<file path="src/sar_ctrl_pkg.sv">
// Package: constants and carrier types for the successive-approximation control
package sar_ctrl_pkg;

  localparam int RESULT_WIDTH = 10;
  localparam int UPPER_WIDTH = 8;
  localparam int LOWER_WIDTH = 2;

  // Reset-acknowledge limit after the trigger's rising edge
  localparam int CLK_PERIOD_NS = 100;
  localparam int RESET_ACK_MAX_NS = 1500;
  localparam int RESET_ACK_CYCLES = RESET_ACK_MAX_NS / CLK_PERIOD_NS;
  // Least trigger high width the host must keep
  localparam int TRIGGER_MIN_NS = 500;
  localparam int TRIGGER_MIN_CYCLES = (TRIGGER_MIN_NS + CLK_PERIOD_NS - 1) / CLK_PERIOD_NS;

  // Cycles the DAC is given to settle before each comparator decision
  localparam int SETTLE_CYCLES = 2;

  localparam logic [RESULT_WIDTH-1:0] RESULT_RESET = 10'h000;
  localparam logic [RESULT_WIDTH-1:0] MSB_ONLY = 10'h200;

  typedef enum logic [3:0] {
    ST_IDLE = 4'b0001,
    ST_ARMED = 4'b0010,
    ST_TRIAL = 4'b0100,
    ST_DONE = 4'b1000
  } sar_state_t;

  typedef struct packed {
    logic [UPPER_WIDTH-1:0] data;
    logic [UPPER_WIDTH-1:0] oe;
  } upper_bus_t;

  typedef struct packed {
    logic [LOWER_WIDTH-1:0] data;
    logic [LOWER_WIDTH-1:0] oe;
  } lower_bus_t;

endpackage : sar_ctrl_pkg

</file>
<file path="src/pin_sync.sv">
// Module: two-flop synchroniser for a group of pin inputs
`timescale 1ns/1ps
`default_nettype none
module pin_sync #(
  parameter int WIDTH = 1
) (
  input wire logic clk,
  input wire logic rst,
  input wire logic [WIDTH-1:0] async_in,
  output logic [WIDTH-1:0] sync_out
);
  logic [WIDTH-1:0] meta_reg;
  logic [WIDTH-1:0] sync_reg;

  always_ff @(posedge clk) begin
    if (rst) begin
      meta_reg <= '0;
      sync_reg <= '0;
    end else begin
      meta_reg <= async_in;
      sync_reg <= meta_reg;
    end
  end

  assign sync_out = sync_reg;
endmodule : pin_sync
`default_nettype wire

</file>
<file path="src/sar_adc_conversion_control.sv">
// Module: 10-bit successive-approximation conversion control with byte outputs
// Function
// - On the trigger's rising edge the logic resets and the completion flag rises in 1.5 us.
// - Bit trials begin on the trigger's falling edge, not its rising edge.
// - The trials run through all ten bits from most to least significant.
// - Each trial sets its bit and clears it if the comparator says the DAC exceeds the input.
// - After the last bit is decided the completion flag goes low, result available.
// - Upper enable low drives the 8 upper bits, lower enable low the 2 lower, else released.
// - Range open gives offset binary (zero reads 10000000 00), tied low straight binary.
`timescale 1ns/1ps
`default_nettype none
module sar_adc_conversion_control
  import sar_ctrl_pkg::*;
#(
  parameter int SETTLE = SETTLE_CYCLES
) (
  input wire logic CORE_CLK,
  input wire logic RESET,
  input wire logic CONVERT_TRIGGER,
  input wire logic DAC_ABOVE_INPUT,
  input wire logic RANGE_SELECT_OPEN,
  input wire logic upper_byte_out_en_n,
  input wire logic lower_byte_out_en_n,
  output logic [RESULT_WIDTH-1:0] DAC_CODE,
  output logic BIPOLAR_OFFSET_ON,
  output logic result_pending_n,
  output logic result_pending_n_oe,
  output logic [UPPER_WIDTH-1:0] UPPER_DATA,
  output logic [UPPER_WIDTH-1:0] UPPER_DATA_OE,
  output logic [LOWER_WIDTH-1:0] LOWER_DATA,
  output logic [LOWER_WIDTH-1:0] LOWER_DATA_OE
);

  // ----------------------------------------
  // Pin synchronisers
  // ----------------------------------------
  logic [4:0] pins_sync;
  logic trig_s;
  logic cmp_s;
  logic range_s;
  logic upper_en_s_n;
  logic lower_en_s_n;

  // Enables idle high after reset through inversion around the sync
  pin_sync #(.WIDTH(5)) u_sync (
    .clk(CORE_CLK),
    .rst(RESET),
    .async_in({CONVERT_TRIGGER, DAC_ABOVE_INPUT, RANGE_SELECT_OPEN,
               ~upper_byte_out_en_n, ~lower_byte_out_en_n}),
    .sync_out(pins_sync)
  );

  assign trig_s = pins_sync[4];
  assign cmp_s = pins_sync[3];
  assign range_s = pins_sync[2];
  assign upper_en_s_n = ~pins_sync[1];
  assign lower_en_s_n = ~pins_sync[0];

  // ----------------------------------------
  // Trigger edge detection
  // ----------------------------------------
  logic trig_d_reg;
  logic trig_rise;
  logic trig_fall;

  always_ff @(posedge CORE_CLK) begin
    if (RESET) begin
      trig_d_reg <= 1'b0;
    end else begin
      trig_d_reg <= trig_s;
    end
  end

  assign trig_rise = trig_s & ~trig_d_reg;
  assign trig_fall = ~trig_s & trig_d_reg;

  // ----------------------------------------
  // Trial resolution
  // ----------------------------------------
  // Drops the trial bit on overshoot and sets the next one down
  function automatic logic [RESULT_WIDTH-1:0] resolve_trial(
    input logic [RESULT_WIDTH-1:0] code,
    input logic [RESULT_WIDTH-1:0] trial,
    input logic above
  );
    logic [RESULT_WIDTH-1:0] kept;
    kept = above ? (code & ~trial) : code;
    return kept | (trial >> 1);
  endfunction : resolve_trial

  // ----------------------------------------
  // Sequencer
  // ----------------------------------------
  sar_state_t state_reg;
  sar_state_t state_next;
  logic [RESULT_WIDTH-1:0] sar_reg;
  logic [RESULT_WIDTH-1:0] trial_bit_reg;
  logic [7:0] settle_reg;
  logic pending_n_reg;
  logic decide;
  logic last_decide;

  // Comparator reaches cmp_s two edges late, so each bit spends SETTLE + 2 cycles;
  // a shorter wait would judge the previous trial code
  assign decide = (state_reg == ST_TRIAL) && (settle_reg == 8'(SETTLE + 1));
  assign last_decide = decide && trial_bit_reg[0];

  always_comb begin
    state_next = state_reg;
    case (state_reg)
      ST_IDLE: begin
        // A fall with no rise before it is ignored
        if (trig_rise) begin
          state_next = ST_ARMED;
        end
      end
      ST_ARMED: begin
        if (trig_fall) begin
          state_next = ST_TRIAL;
        end
      end
      ST_TRIAL: begin
        if (trig_rise) begin
          state_next = ST_ARMED;
        end else if (last_decide) begin
          state_next = ST_DONE;
        end
      end
      ST_DONE: begin
        if (trig_rise) begin
          state_next = ST_ARMED;
        end
      end
      default: begin
        state_next = ST_IDLE;
      end
    endcase
  end

  always_ff @(posedge CORE_CLK) begin
    if (RESET) begin
      state_reg <= ST_IDLE;
    end else begin
      state_reg <= state_next;
    end
  end

  // Rising edge always restarts, even mid-conversion: a new trigger wins
  always_ff @(posedge CORE_CLK) begin
    if (RESET) begin
      sar_reg <= RESULT_RESET;
      trial_bit_reg <= RESULT_RESET;
    end else if (trig_rise) begin
      sar_reg <= RESULT_RESET;
      trial_bit_reg <= RESULT_RESET;
    end else if (state_reg == ST_ARMED && trig_fall) begin
      sar_reg <= MSB_ONLY;
      trial_bit_reg <= MSB_ONLY;
    end else if (decide) begin
      sar_reg <= resolve_trial(sar_reg, trial_bit_reg, cmp_s);
      trial_bit_reg <= trial_bit_reg >> 1;
    end else if (state_reg == ST_DONE) begin
      // Result frozen so repeated byte reads agree
      sar_reg <= sar_reg;
    end
  end

  // Eight bits cap SETTLE at 254
  always_ff @(posedge CORE_CLK) begin
    if (RESET || state_reg != ST_TRIAL || decide) begin
      settle_reg <= 8'h00;
    end else begin
      settle_reg <= settle_reg + 8'h01;
    end
  end

  // ----------------------------------------
  // Completion flag
  // ----------------------------------------
  // High one edge after the synchronised rise, well inside the limit
  always_ff @(posedge CORE_CLK) begin
    if (RESET) begin
      pending_n_reg <= 1'b0;
    end else if (trig_rise) begin
      pending_n_reg <= 1'b1;
    end else if (last_decide) begin
      pending_n_reg <= 1'b0;
    end
  end

  // Open-collector style: only pull low, released high otherwise
  assign result_pending_n = 1'b0;
  assign result_pending_n_oe = ~pending_n_reg;

  assign DAC_CODE = sar_reg;
  assign BIPOLAR_OFFSET_ON = range_s;

  // ----------------------------------------
  // Byte output buffers
  // ----------------------------------------
  upper_bus_t upper_reg;
  lower_bus_t lower_reg;

  // Data lags the result by one edge, settled long before any read
  always_ff @(posedge CORE_CLK) begin
    if (RESET) begin
      upper_reg <= '0;
      lower_reg <= '0;
    end else begin
      upper_reg.data <= sar_reg[RESULT_WIDTH-1 -: UPPER_WIDTH];
      upper_reg.oe <= {UPPER_WIDTH{~upper_en_s_n}};
      lower_reg.data <= sar_reg[LOWER_WIDTH-1:0];
      lower_reg.oe <= {LOWER_WIDTH{~lower_en_s_n}};
    end
  end

  assign UPPER_DATA = upper_reg.data;
  assign UPPER_DATA_OE = upper_reg.oe;
  assign LOWER_DATA = lower_reg.data;
  assign LOWER_DATA_OE = lower_reg.oe;

endmodule : sar_adc_conversion_control
`default_nettype wire

</file>
<file path="config.mk">
export PLATFORM = sky130hd
export DESIGN_NAME = sar_adc_conversion_control
export DESIGN_NICKNAME = d
export VERILOG_FILES = /design/src/sar_ctrl_pkg.sv /design/src/pin_sync.sv /design/src/sar_adc_conversion_control.sv
export SDC_FILE = /design/constraint.sdc
export NUM_CORES = 1
export LEC_CHECK = 0
export BUFFER_PORTS_ARGS = -buffer_cell sky130_fd_sc_hd__buf_4
export CAP_MARGIN = 20
export CORE_ASPECT_RATIO = 0.8
export CORE_MARGIN = 4
export CORE_UTILIZATION = 51
export CTS_CLUSTER_DIAMETER = 30
export CTS_CLUSTER_SIZE = 25
export DETAILED_ROUTE_END_ITERATION = 8
export GPL_TIMING_DRIVEN = 0
export MAX_ROUTING_LAYER = met4
export PLACE_DENSITY_LB_ADDON = 0.15
export SYNTH_ARGS = -nofsm -noshare
export SYNTH_HDL_FRONTEND = slang
export SYNTH_SLANG_ARGS = --single-unit
</file>
<file path="constraint.sdc">
create_clock -name CORE_CLK -period 2.8 [get_ports CORE_CLK]
set_clock_uncertainty 0.15 [all_clocks]
set_input_delay 0 -clock CORE_CLK [delete_from_list [all_inputs] [get_ports CORE_CLK]]
set_output_delay 0 -clock CORE_CLK [all_outputs]
set_load 0.1 [all_outputs]
</file>
**Yosys cells after proc, flatten, opt, wreduce, memory -nomap -nowiden**

Cells that the tools add are included.

- $add $sub $neg: 1
- Equality and inequality tests: 9
- Muxes and demuxes: 12
- Bitwise logic cells: 10
- Reductions and logical operators: 11

Operator list:

| operator | number |
|---|---|
| $mux W10 | 5 |
| $mux W4 | 4 |
| $pmux W4 S3 | 1 |
| $and A10 B10 Y10 | 1 |
| $not A10 Y10 | 1 |
| $or A10 B9 Y10 | 1 |
| $add A8 B1 Y8 const B | 1 |
| $eq A8 B2 Y1 const B | 1 |
| $not A1 Y1 | 5 |
| $eq A4 B1 Y1 const B | 1 |
| $eq A4 B2 Y1 const B | 1 |
| $eq A4 B3 Y1 const B | 1 |
| $eq A4 B4 Y1 const B | 1 |
| $ne A4 B3 Y1 const B | 1 |
| $reduce_bool A2 Y1 | 2 |
| $reduce_or A2 Y1 | 2 |
| $logic_and A1 B1 Y1 | 3 |
| $ne A3 B3 Y1 const B | 1 |
| $reduce_and A3 Y1 | 1 |
| $reduce_or A3 Y1 | 1 |
| $and A1 B1 Y1 | 2 |
| $logic_or A1 B1 Y1 | 2 |
| $mux W1 | 2 |
| $ne A2 B1 Y1 const B | 1 |
| $ne A2 B2 Y1 const B | 1 |

- Flip-flop bits (word level): 56
- Input port bits: 7
- Output and inout bits: 33
- Word-level logic and storage cells: 57

**Longest topological paths before layout**

- Depth in word-level cells: 6
- Mapped depth: 6
- Mapped depth without buffers: 5

**Cells and area by module**

Synthesis repeated with hierarchy kept, for this count alone.

- Cells, all modules: 218
- Area, all modules: 2047.0 um2

Modules (own cells, without submodules):

| module | instances | cells an instance | area each (um2) | seq. area each (um2) |
|---|---|---|---|---|
| sar_adc_conversion_control | 1 | 198 | 1784.2 | 920.9 |
| pin_sync | 1 | 20 | 262.8 | 200.2 |

**Worst setup path before layout**

OpenSTA, ideal clock, no wires.

- Path kind: reg-to-reg
- Start: reg settle_reg[0]
- End: reg sar_reg[7], in the netlist DAC_CODE[7]
- Setup time: 70 ps
- Arrival time: 1562 ps
- Data required time: 2580 ps
- Slack: 1018 ps
- Stages on the path, launching flop included: 7
- Buffers on the path: 1
- Period minus slack after synthesis: 1782 ps
- Cells stage by stage: dfxtp_1 > ha_1 > nor4b_1 > and3_1 > buf_2 > nand2_1 > a21oi_1

- Word-level cells in the longest chain between the ends: 2

RTL lines:

| element | line | text |
|---|---|---|
| from (decl) | sar_adc_conversion_control.sv:98 | `logic [7:0] settle_reg;` |
| from (signal assigned) | sar_adc_conversion_control.sv:173 | `settle_reg <= settle_reg + 8'h01;` |
| $eq A8 B2 Y1 | sar_adc_conversion_control.sv:105 | `assign decide = (state_reg == ST_TRIAL) && (settle_reg == 8'(SETTLE + 1));` |
| $logic_and A1 B1 Y1 | sar_adc_conversion_control.sv:105 |  |
| to (signal assigned) | sar_adc_conversion_control.sv:160 | `sar_reg <= resolve_trial(sar_reg, trial_bit_reg, cmp_s);` |
| to (signal assigned) | sar_adc_conversion_control.sv:164 | `sar_reg <= sar_reg;` |
| to (decl) | sar_adc_conversion_control.sv:96 | `logic [RESULT_WIDTH-1:0] sar_reg;` |

No other way between the ends.
A chain may end at the register's enable or synchronous reset.

**Worst setup path in the final report**

- Start: reg settle_reg[0]
- End: reg trial_bit_reg[1]

- Word-level cells in the longest chain between the ends: 2

RTL lines:

| element | line | text |
|---|---|---|
| $eq A8 B2 Y1 | sar_adc_conversion_control.sv:105 |  |
| $logic_and A1 B1 Y1 | sar_adc_conversion_control.sv:105 |  |
| to (signal assigned) | sar_adc_conversion_control.sv:161 | `trial_bit_reg <= trial_bit_reg >> 1;` |
| to (decl) | sar_adc_conversion_control.sv:97 | `logic [RESULT_WIDTH-1:0] trial_bit_reg;` |

No other way between the ends.

==> results.json <==
{
  "yosysTopAreaCellShare_pct": 53.7,
  "ys_ff_latch": 56,
  "post_cts_buffers": 0,
  "finalPower_mw": 1.35,
  "routed_wl_um": 4230,
  "worst_pin_slew_ns": 0.616,
  "r2r_start": "settle_reg[0]",
  "crit_chain": "ha_1 > nor4b_1 > nand3_1 > nand2_1 > a21oi_1",
  "pwr-share-comb_pct": 7.8,
  "hold_end": "u_sync.meta_reg[1]",
  "status": "finished, final reports clean",
  "critical_path.max_stage_delay_ns": 0.54,
  "ys_seq_area_share_pct": 53.7,
  "reg2reg_depth": 5,
  "end_kind": "flip-flop",
  "synth_fa_ha_area_share_pct": 0.600,
  "p_int_mw": 1.02,
  "area_growth_pct": 24.2,
  "drive_gt1_share_pct": 23.0,
  "muxShareOfSynthArea_pct": 0,
  "io_buffers": 38,
  "std_cell_rows": 20,
  "fmax_ghz": 0.456,
  "start_util_pct": 53.8,
  "vdd_drop_max_mv": 0.326,
  "cp_slowest_cell": "nor4b_1",
  "htreeDepth": 2,
  "yosys_most_used_dff": "dfxtp_1",
  "synth_nets": 239,
  "cts_tree": "yes",
  "finalCriticalPeriod_ns": 2.19,
  "hold_start": "upper_byte_out_en_n",
  "synth_compound_area_share_pct": 12.3,
  "antenna_left": 0,
  "final_nets": 290,
  "setup_viol": 0,
  "finalInstanceArea_um2": 2590,
  "reg2reg_to": "trial_bit_reg[1]",
  "p_sw_mw": 0.332,
  "hold_viol": 0,
  "vias": 1682,
  "placed_cells": 324,
  "dr.pass1.iters": 4,
  "gr-usage-all-layers_pct": 18.0,
  "cts_root_buffer": "clkbuf_8",
  "synth.distinct_cells": 36,
  "holdPathStages": 3,
  "post-route-period-util_pct": 78.3,
  "setup.reg_to_reg.worst_slack_ns": 0.61,
  "relSlewSlack_pct": 58.4,
  "cp_max_fo": 10,
  "cap_viol_max_count": 0,
  "diodes": 0,
  "layout_commonest_cell": "dfxtp_1",
  "die_h_um": 65.2,
  "clk_path_buf_depth": 2,
  "crit_path_start_kind": "flip-flop",
  "die_area_um2": 5190,
  "wire_per_inst_um": 12.5,
  "synthTopCellsByArea": "dfxtp_1 54%, nor2b_1 6.6%, nand2_1 4.9%",
  "yosys_warnings": 0,
  "synth_edf_count": 0,
  "sequentialPowerShare_pct": 59.9,
  "grt_antenna_before_repair": 0,
  "setup_tns_ns": 0,
  "sw_frac_of_total_pct": 24.6,
  "gp_congestion": 0.769,
  "hp-class": "in -> reg",
  "fin_util_pct": 66.8,
  "viasPerCell": 4.98,
  "synth_top_family_by_area": "simple AND/OR/NAND/NOR gates",
  "insertion_delay_ns": 0.31,
  "synth_top_cell_by_area": "dfxtp_1",
  "path_clk_slew_ns": 0.10,
  "syn_area_um2": 2090,
  "grt-ovfl-total": 0,
  "p_leak_nw": 1.05,
  "grt_pass1_vias": 1498,
  "die_w_um": 79.5,
  "drc": 0,
  "async_reset_ff_share_pct": 0,
  "required_ns": 2.86,
  "coreArea_um2": 3880,
  "num_io_pins": 40,
  "postSynthAreaPerCell_um2": 9.03,
  "grt_start_max_net_pins": 19,
  "maxSlewViolCount": 0,
  "critical_path_class": "reg -> reg",
  "cts_buffers": 5,
  "cts_resized": 0,
  "powerDensity_nw_per_um2": 521,
  "clkSinkCount": 56,
  "place_area_um2": 2440,
  "syn_inst": 231,
  "grt_pass1_wl_um": 7050,
  "cp.arrival_ns": 2.25,
  "hpwl_um": 2920,
  "fin_cells": 338,
  "synth_xor_area_share_pct": 2.94,
  "power_frac_clock_pct": 32.3,
  "first_iter_violations": 126,
  "yosys.area_share.simple_pct": 23.4,
  "rsz0062_at_grt": "no",
  "final_cell_mix": "56 x dfxtp_1, 47 x buf_4, 27 x nand2_1"
}
## worst max-delay path: cells and delay by family, from the launching register on
family | cells | cell delay [ns]
compound gates | 1 | 0.08
fa+ha+maj | 1 | 0.25
flops | 1 | 0.40
simple gates | 3 | 1.22
## layer usage
layer | global-route usage, % | wire length, um | up-vias
met5 | - | 0 | -
met4 | 8.37 | 80 | 0
met3 | 4.52 | 241 | 6
met2 | 26.0 | 1820 | 54
met1 | 23.7 | 2090 | 756
li1 | - | - | 866
## per-stage QoR
| step | hold WS [ns] | worst slack [ns] |
|---|---|---|
| final | 0.242 | 0.608 |
| after global routing | 0.241 | 0.410 |
| after CTS | 0.237 | 0.636 |
| after detailed placement | 0.0117 | 0.657 |
| after global placement | 0.0102 | 0.731 |
| after floorplan | -0.0833 | 1.02 |
## layout make-up
| class | instances | area (um2) |
|---|---|---|
| inverter | 5 | 18.8 |
| clock inverter | 3 | 22.5 |
| sequential | 56 | 1120 |
| fill | 322 | 1290 |
| buffer | 20 | 124 |
| timing repair buffer | 44 | 345 |
| clock buffer | 5 | 68.8 |
| tap | 55 | 68.8 |
| multi-input combinational | 150 | 823 |
## cell families (layout without fill, tap and decap cells)
logic type	count (synthesis)	after routing
and+or+nand+nor	97	97
AOI/OAI and AO/OA	44	44
DFF	56	56
xor gates and xnor gates	7	7
buffers and inverters	25	77
other	1	1
adders and majority gates	1	1
## power by group through the flow
stage / logic (mW) / registers (mW) / clock network (mW)
after CTS: 0.105 / 0.809 / 0.455
after detailed placement: 0.0975 / 0.827 / 0
after global placement: 0.0969 / 0.827 / 0
after global routing: 0.110 / 0.810 / 0.479
after floorplan: 0.0649 / 0.836 / 0
final: 0.105 / 0.809 / 0.436
## synthesized netlist by cell type, types with 2 or more instances
| master | number |
|---|---|
| buf_1 | 2 |
| and3_1 | 3 |
| a21oi_1 | 18 |
| xnor2_1 | 2 |
| a31oi_1 | 3 |
| clkbuf_1 | 2 |
| a211oi_1 | 2 |
| o21ai_0 | 12 |
| nor4b_1 | 3 |
| buf_4 | 9 |
| nor2_1 | 16 |
| nor3_1 | 2 |
| o21a_1 | 2 |
| nand2_1 | 27 |
| dfxtp_1 | 56 |
| xor2_1 | 5 |
| nor2b_1 | 22 |
| buf_2 | 6 |
| nand2b_1 | 4 |
| nand3_1 | 16 |
| inv_1 | 4 |
## how the worst max path moves through the flow
stage	startpoint	endpoint	cells after the start
5_1_grt	settle_reg[0]	DAC_CODE[5]	5
3_3_place_gp	settle_reg[0]	DAC_CODE[8]	6
2_1_floorplan	settle_reg[0]	DAC_CODE[7]	6
6_report	settle_reg[0]	trial_bit_reg[1]	5
3_5_place_dp	settle_reg[0]	trial_bit_reg[1]	5
4_1_cts	settle_reg[0]	trial_bit_reg[1]	5
## timing repair
item / CTS / global route
hold endpoints to repair: 15 / 0
hold buffers: 6 / 0
setup endpoints to repair: 0 / 0
Note: power is estimated with default switching activity, not from simulation.
